===== src/hdl/uic_pkg.sv =====
// uic_pkg: register map, field positions and carrier structs for the uart irq/ir control block
package uic_pkg;

  // ---------------------------------------------------------------------------
  // register map (byte addresses, one aligned word each)
  // ---------------------------------------------------------------------------
  localparam logic [7:0]  UIC_ADDR_CTRL3    = 8'h00;  // uart_control_three
  localparam logic [7:0]  UIC_ADDR_CTRL4    = 8'h04;  // uart_control_four
  localparam logic [7:0]  UIC_ADDR_STATUS   = 8'h08;  // event flags, write one to clear
  localparam logic [7:0]  UIC_ADDR_BAUD     = 8'h0c;  // auto-baud count in, read only
  localparam logic [7:0]  UIC_ADDR_BRM      = 8'h10;  // selected modulator value, read only
  localparam logic [7:0]  UIC_ADDR_PRESET_A = 8'h14;  // baud_modulator_reg_a preset
  localparam logic [7:0]  UIC_ADDR_PRESET_B = 8'h18;  // baud_modulator_reg_b preset
  localparam logic [7:0]  UIC_ADDR_MATCH_A  = 8'h1c;  // dividend/remainder key for preset a
  localparam logic [7:0]  UIC_ADDR_MATCH_B  = 8'h20;  // dividend/remainder key for preset b

  // ---------------------------------------------------------------------------
  // control three fields (low part only)
  // ---------------------------------------------------------------------------
  localparam int UIC_C3_BAUD_PRESET_EN = 0;
  localparam int UIC_C3_IR_TX_POL      = 1;
  localparam int UIC_C3_REF_CLK_IS_30MHZ          = 2;
  localparam int UIC_C3_REF_CLK_IS_25MHZ          = 3;
  localparam int UIC_C3_RX_EDGE_IEN    = 4;
  localparam int UIC_C3_IR_PULSE_IEN   = 5;
  localparam logic [31:0] UIC_C3_WMASK = 32'h0000_003f;

  // ---------------------------------------------------------------------------
  // control four fields
  // ---------------------------------------------------------------------------
  localparam int UIC_C4_RX_READY_IEN   = 0;
  localparam int UIC_C4_OVERRUN_IEN    = 1;
  localparam int UIC_C4_BREAK_IEN      = 2;
  localparam int UIC_C4_TX_DONE_IEN    = 3;
  localparam int UIC_C4_VOTE_CLK_SEL   = 5;
  localparam int UIC_C4_REF_CLK_IS_16MHZ          = 6;
  localparam int UIC_C4_START_BIT_IEN  = 7;
  localparam int UIC_C4_IR_IEN         = 8;
  localparam int UIC_C4_IR_RX_POL      = 9;
  localparam int UIC_C4_THR_LSB        = 10;
  localparam int UIC_C4_THR_MSB        = 15;
  localparam logic [31:0] UIC_C4_WMASK = 32'h0000_ffef;  // bit 4 and 31..16 reserved
  localparam logic [31:0] UIC_CTRL_RST = 32'h0000_0000;

  // ---------------------------------------------------------------------------
  // status flag positions
  // ---------------------------------------------------------------------------
  localparam int UIC_ST_IR_PULSE  = 0;
  localparam int UIC_ST_RX_EDGE   = 1;
  localparam int UIC_ST_START_BIT = 2;
  localparam int UIC_ST_IR_EVENT  = 3;
  localparam int UIC_ST_NUM       = 4;

  // ---------------------------------------------------------------------------
  // flow control, ir timing, reference divider
  // ---------------------------------------------------------------------------
  localparam logic [5:0] UIC_THR_MAX     = 6'h20;  // 32 characters
  localparam logic [5:0] UIC_FIFO_DEPTH  = 6'h20;
  localparam logic [3:0] UIC_IR_PULSE_LEN = 4'h3;  // 3 of 16 sample ticks
  localparam logic [3:0] UIC_IR_LAST_TICK = 4'hf;
  localparam logic [2:0] UIC_DIV_RST      = 3'h0;  // divide by 6
  localparam logic [3:0] UIC_REF_VOTE_MIN = 4'h2;  // ref-clock vote count for a valid pulse
  localparam logic [1:0] UIC_RESP_OKAY    = 2'h0;
  localparam logic [1:0] UIC_RESP_SLVERR  = 2'h2;

  // ---------------------------------------------------------------------------
  // carrier structs
  // ---------------------------------------------------------------------------
  typedef struct packed {
    logic rx_data_ready_flag;
    logic rx_overrun_flag;
    logic break_detect_flag;
    logic tx_complete_flag;
  } uic_flags_s;

  typedef struct packed {
    logic [11:0] dividend;
    logic [3:0]  remainder;
  } uic_baud_s;

endpackage : uic_pkg


===== src/hdl/uic_top.sv =====
// uic_top: uart interrupt enables, ir encode/decode, ref divider, baud preset, cts threshold
//
// How it works
// ir-pulse irq enable set: pulse seen on receive pin raises irq; clear keeps off.
// rx-edge irq enable set: falling edge on receive pin raises irq; clear disables.
// control three bit 3 flags 25 MHz reference, bit 2 flags 30 MHz.
// control four bit 6 flags a 16 MHz reference clock.
// reference tick comes from peripheral clock through programmable divider.
// tx polarity clear: positive 3/16 pulse per zero; set: negative pulse.
// preset enable clear: auto-baud remainder of count divided by 16 ignored.
// preset enable set: dividend and remainder select matching preset register.
// no preset match: modulator gets dividend minus one.
// six-bit field 15..10 sets rx fifo level deasserting cts, 0..32.
// after cts drops the rx fifo keeps accepting until full.
// rx polarity clear: negative 3/16 pulse is zero; set: positive pulse is zero.
// bit 8 enables the serial infrared interrupt.
// receiver sets start-bit flag on start bit; bit 7 lets it interrupt.
// vote clock select: set uses reference tick, clear uses 16x sample tick.
// bit 3 lets tx-complete flag drive active-low tx irq line.
// bit 2 lets break flag drive active-low control irq line.
// bit 1 lets overrun flag drive active-low control irq line.
// bit 0 lets rx-ready flag drive active-low rx irq line.
// control four bit 4 and bits 31..16 always read zero.
// irq lines are OR of enabled sources, active low, next clock effect.
`timescale 1ns/1ps
module uic_top
  import uic_pkg::*;
(
  // clock and reset
  input  wire logic                i_core_clk,
  input  wire logic                i_sys_rst,
  // axi4-lite write address / data / response
  input  wire logic [7:0]          i_awaddr,
  input  wire logic                i_awvalid,
  output      logic                o_awready,
  input  wire logic [31:0]         i_wdata,
  input  wire logic [3:0]          i_wstrb,
  input  wire logic                i_wvalid,
  output      logic                o_wready,
  output      logic [1:0]          o_bresp,
  output      logic                o_bvalid,
  input  wire logic                i_bready,
  // axi4-lite read address / data
  input  wire logic [7:0]          i_araddr,
  input  wire logic                i_arvalid,
  output      logic                o_arready,
  output      logic [31:0]         o_rdata,
  output      logic [1:0]          o_rresp,
  output      logic                o_rvalid,
  input  wire logic                i_rready,
  // reference divider select, 16x sample tick from the baud generator
  input  wire logic [2:0]          i_ref_div_sel,
  input  wire logic                i_sample_tick,
  output      logic                o_ref_tick,
  // serial / infrared line
  input  wire logic                i_rx_pin,
  input  wire logic                i_tx_data,
  input  wire logic                i_ir_mode,
  output      logic                o_ir_tx,
  output      logic                o_ir_rx_data,
  // receiver side events and fifo level
  input  wire logic                i_start_bit,
  input  wire uic_pkg::uic_flags_s i_flags,
  input  wire logic [5:0]          i_rx_fifo_level,
  output      logic                o_cts_n,
  output      logic                o_rx_fifo_accept,
  // auto-baud detection
  input  wire logic                i_baud_done,
  input  wire logic [15:0]         i_baud_count,
  output      logic                o_brm_load,
  output      logic [15:0]         o_baud_rate_modulator,
  // reference indications and interrupt lines
  output      logic [2:0]          o_ref_clk_sel,
  output      logic                o_tx_irq_line_n,
  output      logic                o_ctrl_irq_line_n,
  output      logic                o_rx_irq_line_n,
  output      logic                o_async_irq_n
);

  // ---------------------------------------------------------------------------
  // registers
  // ---------------------------------------------------------------------------
  logic [31:0]             ctrl3_r, ctrl4_r;
  logic [15:0]             preset_a_r, preset_b_r, match_a_r, match_b_r;
  logic [15:0]             baud_r;
  logic [UIC_ST_NUM-1:0]   status_r;
  logic                    aw_held_r, w_held_r;
  logic [7:0]              awaddr_r;
  logic [31:0]             wdata_r;
  logic [3:0]              wstrb_r;
  logic [2:0]              div_cnt_r;
  logic                    rx_prev_r;
  logic [3:0]              tx_phase_r, vote_cnt_r;
  logic                    ir_rx_r;
  logic                    wr_fire;
  logic [31:0]             wmask;
  logic [UIC_ST_NUM-1:0]   st_set, st_clr;
  logic                    ir_pulse_raw, vote_tick;
  logic [2:0]              div_last;
  uic_baud_s               bcnt;

  // ---------------------------------------------------------------------------
  // axi4-lite write path: address and data taken in either order
  // ---------------------------------------------------------------------------
  assign o_awready = !aw_held_r && !o_bvalid;
  assign o_wready  = !w_held_r && !o_bvalid;
  assign wr_fire   = aw_held_r && w_held_r && !o_bvalid;

  always_ff @(posedge i_core_clk or posedge i_sys_rst) begin
    if (i_sys_rst) begin
      aw_held_r <= 1'b0;
      w_held_r  <= 1'b0;
      awaddr_r  <= 8'h00;
      wdata_r   <= 32'h0000_0000;
      wstrb_r   <= 4'h0;
      o_bvalid  <= 1'b0;
      o_bresp   <= UIC_RESP_OKAY;
    end else begin
      if (i_awvalid && o_awready) begin
        aw_held_r <= 1'b1;
        awaddr_r  <= i_awaddr;
      end
      if (i_wvalid && o_wready) begin
        w_held_r <= 1'b1;
        wdata_r  <= i_wdata;
        wstrb_r  <= i_wstrb;
      end
      if (wr_fire) begin
        aw_held_r <= 1'b0;
        w_held_r  <= 1'b0;
        o_bvalid  <= 1'b1;
        o_bresp   <= (awaddr_r <= UIC_ADDR_MATCH_B && awaddr_r[1:0] == 2'h0) ?
                     UIC_RESP_OKAY : UIC_RESP_SLVERR;
      end else if (o_bvalid && i_bready) begin
        o_bvalid <= 1'b0;
      end
    end
  end

  // byte-lane mask from the strobes
  always_comb begin
    for (int b = 0; b < 4; b++) begin
      wmask[b*8 +: 8] = {8{wstrb_r[b]}};
    end
  end

  // control registers; reserved bits never stored so they read zero
  always_ff @(posedge i_core_clk or posedge i_sys_rst) begin
    if (i_sys_rst) begin
      ctrl3_r    <= UIC_CTRL_RST;
      ctrl4_r    <= UIC_CTRL_RST;
      preset_a_r <= 16'h0000;
      preset_b_r <= 16'h0000;
      match_a_r  <= 16'h0000;
      match_b_r  <= 16'h0000;
    end else if (wr_fire) begin
      case (awaddr_r)
        UIC_ADDR_CTRL3:
          ctrl3_r <= (ctrl3_r & ~(wmask & UIC_C3_WMASK)) | (wdata_r & wmask & UIC_C3_WMASK);
        UIC_ADDR_CTRL4:
          ctrl4_r <= (ctrl4_r & ~(wmask & UIC_C4_WMASK)) | (wdata_r & wmask & UIC_C4_WMASK);
        UIC_ADDR_PRESET_A: preset_a_r <= (preset_a_r & ~wmask[15:0]) | (wdata_r[15:0] & wmask[15:0]);
        UIC_ADDR_PRESET_B: preset_b_r <= (preset_b_r & ~wmask[15:0]) | (wdata_r[15:0] & wmask[15:0]);
        UIC_ADDR_MATCH_A:  match_a_r  <= (match_a_r & ~wmask[15:0]) | (wdata_r[15:0] & wmask[15:0]);
        UIC_ADDR_MATCH_B:  match_b_r  <= (match_b_r & ~wmask[15:0]) | (wdata_r[15:0] & wmask[15:0]);
        default: ;
      endcase
    end
  end

  // ---------------------------------------------------------------------------
  // axi4-lite read path: answer one cycle after the address is taken
  // ---------------------------------------------------------------------------
  assign o_arready = !o_rvalid;

  always_ff @(posedge i_core_clk or posedge i_sys_rst) begin
    if (i_sys_rst) begin
      o_rvalid <= 1'b0;
      o_rdata  <= 32'h0000_0000;
      o_rresp  <= UIC_RESP_OKAY;
    end else if (i_arvalid && o_arready) begin
      o_rvalid <= 1'b1;
      o_rresp  <= UIC_RESP_OKAY;
      case (i_araddr)
        UIC_ADDR_CTRL3:    o_rdata <= ctrl3_r;
        UIC_ADDR_CTRL4:    o_rdata <= ctrl4_r;
        UIC_ADDR_STATUS:   o_rdata <= {28'h0000000, status_r};
        UIC_ADDR_BAUD:     o_rdata <= {16'h0000, baud_r};
        UIC_ADDR_BRM:      o_rdata <= {16'h0000, o_baud_rate_modulator};
        UIC_ADDR_PRESET_A: o_rdata <= {16'h0000, preset_a_r};
        UIC_ADDR_PRESET_B: o_rdata <= {16'h0000, preset_b_r};
        UIC_ADDR_MATCH_A:  o_rdata <= {16'h0000, match_a_r};
        UIC_ADDR_MATCH_B:  o_rdata <= {16'h0000, match_b_r};
        default: begin
          o_rdata <= 32'h0000_0000;
          o_rresp <= UIC_RESP_SLVERR;
        end
      endcase
    end else if (o_rvalid && i_rready) begin
      o_rvalid <= 1'b0;
    end
  end

  // ---------------------------------------------------------------------------
  // reference clock indication and divider
  // ---------------------------------------------------------------------------
  assign o_ref_clk_sel = {ctrl4_r[UIC_C4_REF_CLK_IS_16MHZ], ctrl3_r[UIC_C3_REF_CLK_IS_25MHZ],
                          ctrl3_r[UIC_C3_REF_CLK_IS_30MHZ]};

  // select 000..110 gives divide by 6,5,4,3,2,1,7; 111 treated as 7
  always_comb begin
    case (i_ref_div_sel)
      3'h0:    div_last = 3'h5;
      3'h1:    div_last = 3'h4;
      3'h2:    div_last = 3'h3;
      3'h3:    div_last = 3'h2;
      3'h4:    div_last = 3'h1;
      3'h5:    div_last = 3'h0;
      default: div_last = 3'h6;
    endcase
  end

  // one-cycle tick keeps everything on the core clock, no derived clock net
  always_ff @(posedge i_core_clk or posedge i_sys_rst) begin
    if (i_sys_rst) begin
      div_cnt_r  <= UIC_DIV_RST;
      o_ref_tick <= 1'b0;
    end else if (div_cnt_r >= div_last) begin
      div_cnt_r  <= 3'h0;
      o_ref_tick <= 1'b1;
    end else begin
      div_cnt_r  <= div_cnt_r + 3'h1;
      o_ref_tick <= 1'b0;
    end
  end

  // ---------------------------------------------------------------------------
  // infrared transmit encoder: 3 of 16 sample ticks per zero bit
  // ---------------------------------------------------------------------------
  always_ff @(posedge i_core_clk or posedge i_sys_rst) begin
    if (i_sys_rst) begin
      tx_phase_r <= 4'h0;
      o_ir_tx    <= 1'b0;
    end else begin
      if (i_sample_tick) begin
        tx_phase_r <= (tx_phase_r == UIC_IR_LAST_TICK) ? 4'h0 : tx_phase_r + 4'h1;
      end
      if (!i_ir_mode) begin
        o_ir_tx <= i_tx_data;
      end else begin
        // pulse only for zero bits, idle level otherwise
        o_ir_tx <= ((!i_tx_data && tx_phase_r < UIC_IR_PULSE_LEN) ^
                    ctrl3_r[UIC_C3_IR_TX_POL]);
      end
    end
  end

  // ---------------------------------------------------------------------------
  // infrared receive decoder and vote logic
  // ---------------------------------------------------------------------------
  assign ir_pulse_raw = i_rx_pin ^ !ctrl4_r[UIC_C4_IR_RX_POL];
  assign vote_tick    = ctrl4_r[UIC_C4_VOTE_CLK_SEL] ? o_ref_tick : i_sample_tick;

  // pulse must persist for the vote count to be taken as a zero
  always_ff @(posedge i_core_clk or posedge i_sys_rst) begin
    if (i_sys_rst) begin
      vote_cnt_r <= 4'h0;
      ir_rx_r    <= 1'b1;
    end else if (!ir_pulse_raw) begin
      vote_cnt_r <= 4'h0;
      ir_rx_r    <= 1'b1;
    end else if (vote_tick) begin
      if (vote_cnt_r != UIC_IR_LAST_TICK) begin
        vote_cnt_r <= vote_cnt_r + 4'h1;
      end
      if (vote_cnt_r + 4'h1 >= UIC_REF_VOTE_MIN) begin
        ir_rx_r <= 1'b0;
      end
    end
  end
  assign o_ir_rx_data = i_ir_mode ? ir_rx_r : i_rx_pin;

  // ---------------------------------------------------------------------------
  // event flags: hardware set wins over write-one-to-clear
  // ---------------------------------------------------------------------------
  always_ff @(posedge i_core_clk or posedge i_sys_rst) begin
    if (i_sys_rst) begin
      rx_prev_r <= 1'b1;
    end else begin
      rx_prev_r <= i_rx_pin;
    end
  end

  always_comb begin
    st_set = '0;
    st_set[UIC_ST_IR_PULSE]  = i_ir_mode && ir_pulse_raw;
    st_set[UIC_ST_RX_EDGE]   = rx_prev_r && !i_rx_pin;
    st_set[UIC_ST_START_BIT] = i_start_bit;
    st_set[UIC_ST_IR_EVENT]  = i_ir_mode && !ir_rx_r;
    st_clr = (wr_fire && awaddr_r == UIC_ADDR_STATUS && wstrb_r[0]) ?
             wdata_r[UIC_ST_NUM-1:0] : '0;
  end

  always_ff @(posedge i_core_clk or posedge i_sys_rst) begin
    if (i_sys_rst) begin
      status_r <= '0;
    end else begin
      status_r <= (status_r & ~st_clr) | st_set;
    end
  end

  // ---------------------------------------------------------------------------
  // interrupt lines, active low
  // ---------------------------------------------------------------------------
  always_ff @(posedge i_core_clk or posedge i_sys_rst) begin
    if (i_sys_rst) begin
      o_tx_irq_line_n   <= 1'b1;
      o_ctrl_irq_line_n <= 1'b1;
      o_rx_irq_line_n   <= 1'b1;
      o_async_irq_n     <= 1'b1;
    end else begin
      o_tx_irq_line_n   <= !(i_flags.tx_complete_flag && ctrl4_r[UIC_C4_TX_DONE_IEN]);
      o_ctrl_irq_line_n <= !((i_flags.break_detect_flag && ctrl4_r[UIC_C4_BREAK_IEN]) ||
                             (i_flags.rx_overrun_flag && ctrl4_r[UIC_C4_OVERRUN_IEN]));
      o_rx_irq_line_n   <= !(i_flags.rx_data_ready_flag && ctrl4_r[UIC_C4_RX_READY_IEN]);
      o_async_irq_n     <= !((status_r[UIC_ST_IR_PULSE] && ctrl3_r[UIC_C3_IR_PULSE_IEN]) ||
                             (status_r[UIC_ST_RX_EDGE] && ctrl3_r[UIC_C3_RX_EDGE_IEN]) ||
                             (status_r[UIC_ST_START_BIT] && ctrl4_r[UIC_C4_START_BIT_IEN]) ||
                             (status_r[UIC_ST_IR_EVENT] && ctrl4_r[UIC_C4_IR_IEN]));
    end
  end

  // ---------------------------------------------------------------------------
  // cts threshold; reserved codes above 32 clamp to 32
  // ---------------------------------------------------------------------------
  always_ff @(posedge i_core_clk or posedge i_sys_rst) begin
    if (i_sys_rst) begin
      o_cts_n <= 1'b1;
    end else begin
      o_cts_n <= (i_rx_fifo_level >= ((ctrl4_r[UIC_C4_THR_MSB:UIC_C4_THR_LSB] > UIC_THR_MAX) ?
                  UIC_THR_MAX : ctrl4_r[UIC_C4_THR_MSB:UIC_C4_THR_LSB]));
    end
  end
  assign o_rx_fifo_accept = (i_rx_fifo_level < UIC_FIFO_DEPTH);

  // ---------------------------------------------------------------------------
  // auto-baud result: preset match or dividend minus one
  // ---------------------------------------------------------------------------
  assign bcnt = uic_baud_s'(i_baud_count);  // count/16: upper 12 bits dividend, low 4 remainder

  always_ff @(posedge i_core_clk or posedge i_sys_rst) begin
    if (i_sys_rst) begin
      baud_r                <= 16'h0000;
      o_brm_load            <= 1'b0;
      o_baud_rate_modulator <= 16'h0000;
    end else begin
      o_brm_load <= i_baud_done;
      if (i_baud_done) begin
        baud_r <= i_baud_count;
        if (ctrl3_r[UIC_C3_BAUD_PRESET_EN] && i_baud_count == match_a_r) begin
          o_baud_rate_modulator <= preset_a_r;
        end else if (ctrl3_r[UIC_C3_BAUD_PRESET_EN] && i_baud_count == match_b_r) begin
          o_baud_rate_modulator <= preset_b_r;
        end else begin
          // remainder dropped when presets are off or unmatched
          o_baud_rate_modulator <= {4'h0, bcnt.dividend - 12'h001};
        end
      end
    end
  end

endmodule : uic_top


===== config.mk =====
export PLATFORM = sky130hd
export DESIGN_NAME = uic_top
export DESIGN_NICKNAME = d
export VERILOG_FILES = /design/src/hdl/uic_pkg.sv /design/src/hdl/uic_top.sv
export SDC_FILE = /design/constraint.sdc
export NUM_CORES = 1
export LEC_CHECK = 0
export BUFFER_PORTS_ARGS = -buffer_cell sky130_fd_sc_hd__buf_2
export CAP_MARGIN = 10
export CORE_UTILIZATION = 40
export CTS_CLUSTER_DIAMETER = 40
export DETAILED_ROUTE_END_ITERATION = 10
export SLEW_MARGIN = 25
export SYNTH_ARGS = -nofsm -noshare
export SYNTH_HDL_FRONTEND = slang
export SYNTH_SLANG_ARGS = --single-unit

===== constraint.sdc =====
create_clock -name i_core_clk -period 7.1 [get_ports i_core_clk]
set_input_delay 0 -clock i_core_clk [delete_from_list [all_inputs] [get_ports i_core_clk]]
set_output_delay 0 -clock i_core_clk [all_outputs]
set_load 0.01 [all_outputs]

## Word-level counts from Yosys, hierarchy flattened

Cells that the tools add are included.
W data, S select, Z words.

| storage, ports and cells | value |
|---|---|
| register bits | 251 |
| bits of input ports | 94 |
| output and inout bits | 70 |
| logic and storage cells | 178 |

| operators by class | value |
|---|---|
| add/subtract/negate cells | 4 |
| $lt $le $gt $ge | 7 |
| equal/unequal tests | 26 |
| muxes and demuxes | 28 |
| bitwise operators | 22 |
| reduce and logical (&&, ||, !) cells | 59 |

Operators by type and width:

| operator | count |
|---|---|
| $pmux W32 S9 | 1 |
| $and A16 B16 Y16 | 6 |
| $and A32 B32 Y32 | 2 |
| $or A16 B16 Y16 | 4 |
| $eq A8 B5 Y1 const B | 7 |
| $eq A16 B16 Y1 | 2 |
| $mux W16 | 2 |
| $not A16 Y32 | 1 |
| $not A6 Y32 | 1 |
| $or A32 B16 Y32 | 1 |
| $or A32 B6 Y32 | 1 |
| $logic_and A1 B1 Y1 | 26 |
| $eq A8 B4 Y1 const B | 3 |
| $mux W4 | 5 |
| $pmux W3 S6 | 1 |
| $eq A8 B3 Y1 const B | 2 |
| $eq A8 B6 Y1 const B | 2 |
| $logic_not A8 Y1 | 2 |
| $not A16 Y16 | 1 |
| $reduce_and A2 Y1 | 8 |
| $mux W1 | 15 |
| $logic_not A1 Y1 | 12 |
| $sub A12 B1 Y12 const B | 1 |
| $reduce_or A9 Y1 | 1 |
| other kinds (26) | 39 |

## Longest topological paths before layout

Gate-level depths: netlist of the first run.

| logic depth | value |
|---|---|
| depth in word-level cells | 8 |
| gate-level depth with buffers | 9 |
| gate-level depth less buffers | 8 |

## Worst setup path before layout of the first run

OpenSTA, ideal clock, no wires.

| timing | value |
|---|---|
| path kind | register -> register |
| from | reg o_bvalid |
| to | reg (tool-made name) |
| setup time | 125 ps |
| arrival | 1965 ps |
| data required time | 6975 ps |
| path slack | 5010 ps |
| stages on the path, launching flop included | 6 |
| buffers on the path | 0 |
| period minus slack after synthesis | 2090 ps |
| cells stage by stage | dfrtp_1 nand3b_2 nor4_4 nand3b_4 nor3b_4 mux2_2 |

RTL lines:

| item | RTL line | source |
|---|---|---|
| from (decl) | uic_top.sv:41 | `output logic o_bvalid,` |
| from (signal assigned) | uic_top.sv:116 | `o_bvalid <= 1'b0;` |
| from (signal assigned) | uic_top.sv:131 | `o_bvalid <= 1'b1;` |
| from (signal assigned) | uic_top.sv:135 | `o_bvalid <= 1'b0;` |

==> impl_metrics.csv, run 1 <==
group,metric,value,unit
outcome,outcome,"finished, violations left",
drt,drtAntennaViolNets,0,
finish,nets,1123,
finish,drive_gt1_frac,0.3161,
clock_network,numCtsBuffers,17,
critical_path,start_kind,"flip-flop",
clock_network,root_buffer,"clkbuf_16",
sta,relSlewSlack,0.3036,
finish,seq_area,4763,sq um
placement,routabilityCongestion,0.8934,
sta,clock_skew,0.01568,ns
drt,met1_length,12700,um
sta,tightest_slew,1.037,ns
synthesis,syn-cell-area,9590,sq um
synthesis,synth-edff-count,0,
clock_network,path_clk_slew,0.07,ns
finish,multi_input_area,4517,sq um
sta,fin_crit,2.670,ns
drt,maxUsedRoutingLayer,"met4",
drt,vias_per_cell,5.495,
finish,post-route-util,0.4950,
sta,rsz0062_at_grt,"false",
clock_network,clockBufferDepth,2,
die,start_util,0.4086,
power,p_leak,5.292,nW
die,die_w,156.8,um
synthesis,avgSynthCellArea,11.36,sq um
critical_path,cp.required,7.46,ns
synthesis,synthDistinctLibCells,65,
drt,wl,27930,um
placement,io_buffers,127,
sta,slew_viol_final,0,
clock_network,tritoncts,"built",
finish,layout.cells.non_filler,1348,
global_route,grt_pass1_wl,43090,um
die,io-pin-count,164,
synthesis,synth_top_area_frac,0.4775,
synthesis,syn_inst,844,
global_route,groute.usage.overall,0.2385,
die,core_region_area,23470,sq um
critical_path,crit_path_end,"o_baud_rate_modulator[15]$_DFFE_PP0P_",
drt,vias,7407,
synthesis,yosys_warnings,0,
power,finalPower,0.003134,W
global_route,grt_pass1_vias,7331,
die,die-area,24600,sq um
die,rows,56,
clock_network,cts_setup_buffers,0,
sta,fin_tns_setup,0,ns
power,vdd_drop_max,0.1589,mV
placement,dp_cells,1256,
die,die_y,156.8,um
critical_path,regToRegSetupSlack,4.43,ns
drt,dr_wl_met2,13080,um
clock_network,cts.htree.levels,4,
global_route,antenna_found_initial,0,
min_path,min_path_type,"in -> reg",
synthesis,synth_ff_type,"dfrtp_1",
sta,fin_crit_sh,0.3761,
outcome,violations,"negative hold slack",
sta,finalHoldViolations,1,
drt,wl_met3,1719,um
finish,fillers,2155,
critical_path,arrival,3.03,ns
drt,drc_errors,0,
synthesis,synth_area_leader_cell,"dfrtp_1",
power,powerDensity,269.7,nW/um^2
critical_path,worstSetupPathType,"reg -> reg",
sta,whs,-0.002220,ns
finish,layout_commonest_cell,"dfrtp_1",
sta,fmax,0.3745,GHz
finish,mostFrequentLayoutCells,"dfrtp_1, mux2_2, buf_2",
synthesis,yosysSeqAreaShare,0.4967,
sta,setup_ws,4.430,ns
critical_path,rr_worst_depth,6,
drt,drtIter0Drc,538,
clock_network,clock_latency,0.44,ns
critical_path,cp_max_fo,6,
clock_network,post_cts_resized,0,
clock_network,clock-sinks,190,
critical_path,r2r_end,"o_baud_rate_modulator[15]$_DFFE_PP0P_",
synthesis,ys_async_sr_fraction,1.000,
synthesis,ys_ff_latch,190,
sta,finalSetupViolations,0,
drt,drt-pass1-iter-count,6,
finish,syn_to_final_growth,21.16,%
placement,hpwl,19710,um
synthesis,synthTopCellsByArea,"dfrtp_1, mux2_2, nand2_1",
global_route,overflow,0,
placement,dp_slack,4.559,ns
critical_path,worstSetupEndpointType,"flip-flop",
global_route,grt_max_degree,129,
job,maxCapViolations,0,
drt,post_drt_wl_per_cell,20.72,um
[through the flow]
step | hold WS (ns) | instance area, sq um
floorplan | 0.004478 | 9654
global placement | 0.1233 | 10430
detailed placement | 0.1289 | 10430
CTS | 0.1192 | 11610
global route | 0.004172 | 11620
finish | -0.002220 | 11620
[layout make-up]
type                    instances  share of cell area
diodes                          1           0.0002154
clock buffers                  22             0.03995
clock inverters                10             0.01109
inverters                      17            0.006138
multi-input cells             597              0.3887
flip-flops and latches        190              0.4099
well taps                     319             0.03435
repair buffers                192              0.1096
[kinds of logic after synthesis]
family          after synthesis  share of synthesized area
other cells                   1                  0.0003910
flops                       190                     0.4967
simple gates                211                     0.1164
compound gates              152                     0.1041
xor+xnor                     51                    0.04658
buf+inv                      74                    0.03992
fa+ha+maj                    14                    0.01827
mux                         151                     0.1777
[critical path, cell delays in order (launching register included)]
cell and delay, ns:
dfrtp_1 0.41, xor2_1 0.21, nor4_1 0.72, nand2_1 0.23
nor4_4 0.69, nand2_1 0.12, a31oi_1 0.20
[worst min-delay path by stage]
stage | depth (start not counted) | slack [ns] | from | end
3_5_place_dp | 2 | 0.13 | i_flags[0] | o_tx_irq_line_n$_DFF_PP1_
6_report | 1 | -0.002 | i_baud_done | o_brm_load$_DFF_PP0_
4_1_cts | 4 | 0.12 | i_ref_div_sel[2] | o_ref_tick$_DFF_PP0_
3_3_place_gp | 2 | 0.12 | i_flags[0] | o_tx_irq_line_n$_DFF_PP1_
5_1_grt | 1 | 0.004 | i_baud_done | o_brm_load$_DFF_PP0_
2_1_floorplan | 0 | 0.004 | i_rx_pin | rx_prev_r$_DFF_PP1_
[report_power, final]
part | internal [W] | leakage, nW | switching (W)
combinational | 0.000326 | 2.56 | 0.000286
clock | 0.000546 | 0.292 | 0.000439
sequential | 0.00128 | 2.44 | 0.000252
total | 0.00216 | 5.29 | 0.000977
[synthesized netlist by cell type (4+ instances only)]
cell      number
a31oi_1       19
dfrtp_1      183
nor2b_1        6
a22oi_1       14
clkbuf_1      17
nand3_1       17
nor4_1         9
buf_4         21
nand3b_1       4
a22o_1         5
xnor2_1       26
buf_2         14
a221oi_1      11
o211ai_1      10
and2_1         4
a21o_1        12
mux2_2       132
nor2_2         7
nor2_1        48
a21oi_1       17
mux2i_1       15
xor2_1        25
inv_1         16
a221o_1        4
dfstp_2        7
ha_1          14
o22ai_1        5
nand2_1       68
o21ai_0       44
nand4_1        8
nor3_1         8
or4_1          4
[layer usage]
| metal | global-route usage | vias to the layer above |
|---|---|---|
| met5 | 0 | - |
| met4 | 0.06069 | 0 |
| met3 | 0.05012 | 36 |
| met2 | 0.3797 | 267 |
| met1 | 0.3293 | 3733 |
| li1 | - | 3371 |
[repair_timing]
item                                    CTS  global route
hold buffers                             59             0
endpoints found under the hold margin   186             0
endpoints found under the setup margin    0             0
Note: power is estimated with default switching activity, not from simulation.
==> run 2, diff against run 1 <==
Clock period 7.1 ns to 2.21 ns, I/O delays scaled along.
==> run 2 against run 1 <==
Compared with the run above: the run now ends clean; largest power group unchanged; power grew to 3.3 times the previous value; critical path depth is 1 higher; setup slack worse by 4.4 ns; combinational power grew to 3.5 times the previous value; global-route usage is 0.79 points higher; count of clock-buffer cells in the layout is 5 lower; clock skew is 0.0011 ns lower; sequential share of layout area is 2.7 points lower; sequential power grew to 3.2 times the previous value; critical path type unchanged; routed wire length is 4.0% higher; cell count is 5.6% higher; non-clock buffer count is 77 higher.
==> impl_metrics.csv, run 2 (synthesized netlist as in run 1, its figures left out) <==
group,metric,value,unit
outcome,outcome,"complete, no violations",
finish,fillers,2145,
sta,fmax,0.4634,GHz
finish,layout_commonest_cell,"dfrtp_1",
finish,seq_area,4763,sq um
clock_network,clockBufferDepth,2,
power,powerDensity,836.0,nW/um^2
drt,drtAntennaViolNets,0,
finish,post-route-util,0.5305,
finish,drive_gt1_frac,0.3801,
sta,fin_crit,2.158,ns
sta,slew_viol_final,0,
clock_network,tritoncts,"built",
job,maxCapViolations,0,
power,seq_power_share,0.474,
power,vdd_drop_max,0.4948,mV
clock_network,clock_latency,0.44,ns
power,power.switching,0.003278,W
clock_network,numCtsBuffers,17,
critical_path,cp_cell_sequence,"xnor2_2 > nand4_1 > nand4bb_1 > or4_4 > buf_4 > o211ai_1 > a31oi_1",
min_path,min_path_type,"in -> reg",
power,sw_frac_of_total,0.3148,
die,core_region_area,23470,sq um
die,rows,56,
power,comb_power_share,0.209,
die,start_util,0.4086,
critical_path,rr_worst_depth,7,
sta,finalHoldViolations,0,
min_path,hold_end,"o_rvalid$_DFFE_PP0P_",
drt,drc_errors,0,
power,p_leak,5.770,nW
clock_network,root_buffer,"clkbuf_16",
critical_path,cp.required,2.51,ns
sta,relSlewSlack,0.5787,
min_path,hp-start,"i_arvalid",
drt,vias_per_cell,5.397,
finish,num_antenna_cells,0,
sta,finalSetupViolations,0,
finish,nets,1200,
placement,io_buffers,127,
finish,multi_input_area,4587,sq um
global_route,grt_max_degree,72,
global_route,grt_pass1_wl,44250,um
critical_path,slowest_delay,0.57,ns
finish,syn_to_final_growth,29.85,%
critical_path,cp_max_fo,3,
critical_path,regToRegSetupSlack,0.05,ns
finish,fin_area,12450,sq um
placement,dp_cells,1333,
finish,layout.cells.non_filler,1424,
die,io-pin-count,164,
drt,post_drt_wl_per_cell,20.41,um
drt,drt-pass1-iter-count,6,
placement,placed_area,11150,sq um
clock_network,clock-sinks,190,
power,p_int,0.007133,W
sta,rsz0062_at_grt,"true",
die,die_y,156.8,um
clock_network,path_clk_slew,0.07,ns
critical_path,r2r_end,"o_baud_rate_modulator[1]$_DFFE_PP0P_",
global_route,overflow,0,
sta,clock_skew,0.01462,ns
finish,mostFrequentLayoutCells,"dfrtp_1, mux2_2, buf_2",
global_route,antenna_found_initial,1,
power,pwr-share-clk,0.317,
drt,drtIter0Drc,560,
global_route,grt_pass1_vias,7596,
global_route,groute.usage.overall,0.2464,
placement,hpwl,21360,um
critical_path,crit_slowest_cell,"or4_4",
min_path,worstHoldPathCells,4,
sta,tightest_slew,0.6319,ns
sta,fin_crit_sh,0.9765,
critical_path,worstSetupEndpointType,"flip-flop",
drt,vias,7686,
critical_path,arrival,2.46,ns
drt,wl,29060,um
placement,routabilityCongestion,0.9313,
clock_network,cts.htree.levels,4,
die,die-area,24600,sq um
critical_path,start_kind,"flip-flop",
critical_path,worstSetupPathType,"reg -> reg",
die,die_w,156.8,um
run 2: power groups by stage:
stage	clock [W]	combinational [W]	sequential, W
floorplan	0	0.00143	0.00472
global placement	0	0.00202	0.00497
detailed placement	0	0.00207	0.00499
CTS	0.00337	0.00217	0.00493
global route	0.00350	0.00239	0.00505
finish	0.00330	0.00217	0.00493
run 2: metrics by stage:
step                hold WS [ns]  setup slack (ns)  total power [W]  setup TNS, ns
detailed placement       0.05405          -0.02292         0.007064       -0.04585
global placement         0.04486         -0.007159         0.006987      -0.007159
CTS                     0.002017           0.01643          0.01047              0
global route             0.01621          -0.03502          0.01094       -0.04869
floorplan               0.004478           -0.2327         0.006142         -42.59
finish                  0.006944           0.05186          0.01041              0
run 2: repair_timing:
item | 4_1_cts | 5_1_grt
hold buffers | 54 | 0
hold endpoints to repair | 74 | 0
cloned | 0 | 1
resized for setup | 5 | 10
pin swaps | 2 | 5
setup endpoints to repair | 5 | 19
setup buffers | 0 | 4
run 2: worst max-delay path: cells and delay by family (launching register included):
kind                      cells  cell delay, ns
buffers and inverters         1            0.17
DFF                           1            0.41
xor gates and xnor gates      1            0.19
and+or+nand+nor               3            0.90
AOI/OAI and AO/OA             2            0.34
run 2: metal layers:
| metal | vias to the layer above | global-route usage | share of wire |
|---|---|---|---|
| met5 | - | 0 | 0.00045 |
| met4 | 2 | 0.09290 | 0.029 |
| met3 | 53 | 0.04874 | 0.058 |
| met2 | 289 | 0.3875 | 0.46 |
| met1 | 3827 | 0.3348 | 0.45 |
| li1 | 3515 | - | - |
run 2: cell type report:
| cell class | count | area share |
|---|---|---|
| sequential | 190 | 0.3825 |
| multi-input combinational | 597 | 0.3683 |
| clock buffer | 17 | 0.03416 |
| inverter | 17 | 0.005425 |
| tap | 319 | 0.03205 |
| clock inverter | 15 | 0.01628 |
| timing repair buffer | 269 | 0.1613 |
run 2: worst max-delay path by stage:
stage / end / slack [ns] / cells after the start
final: o_baud_rate_modulator[1]$_DFFE_PP0P_ / 0.05 / 7
after floorplan: async pin / -0.23 / 1
after detailed placement: o_baud_rate_modulator[3]$_DFFE_PP0P_ / -0.02 / 7
after global placement: o_baud_rate_modulator[3]$_DFFE_PP0P_ / -0.007 / 7
after global routing: o_baud_rate_modulator[3]$_DFFE_PP0P_ / -0.04 / 7
after CTS: o_baud_rate_modulator[3]$_DFFE_PP0P_ / 0.02 / 7
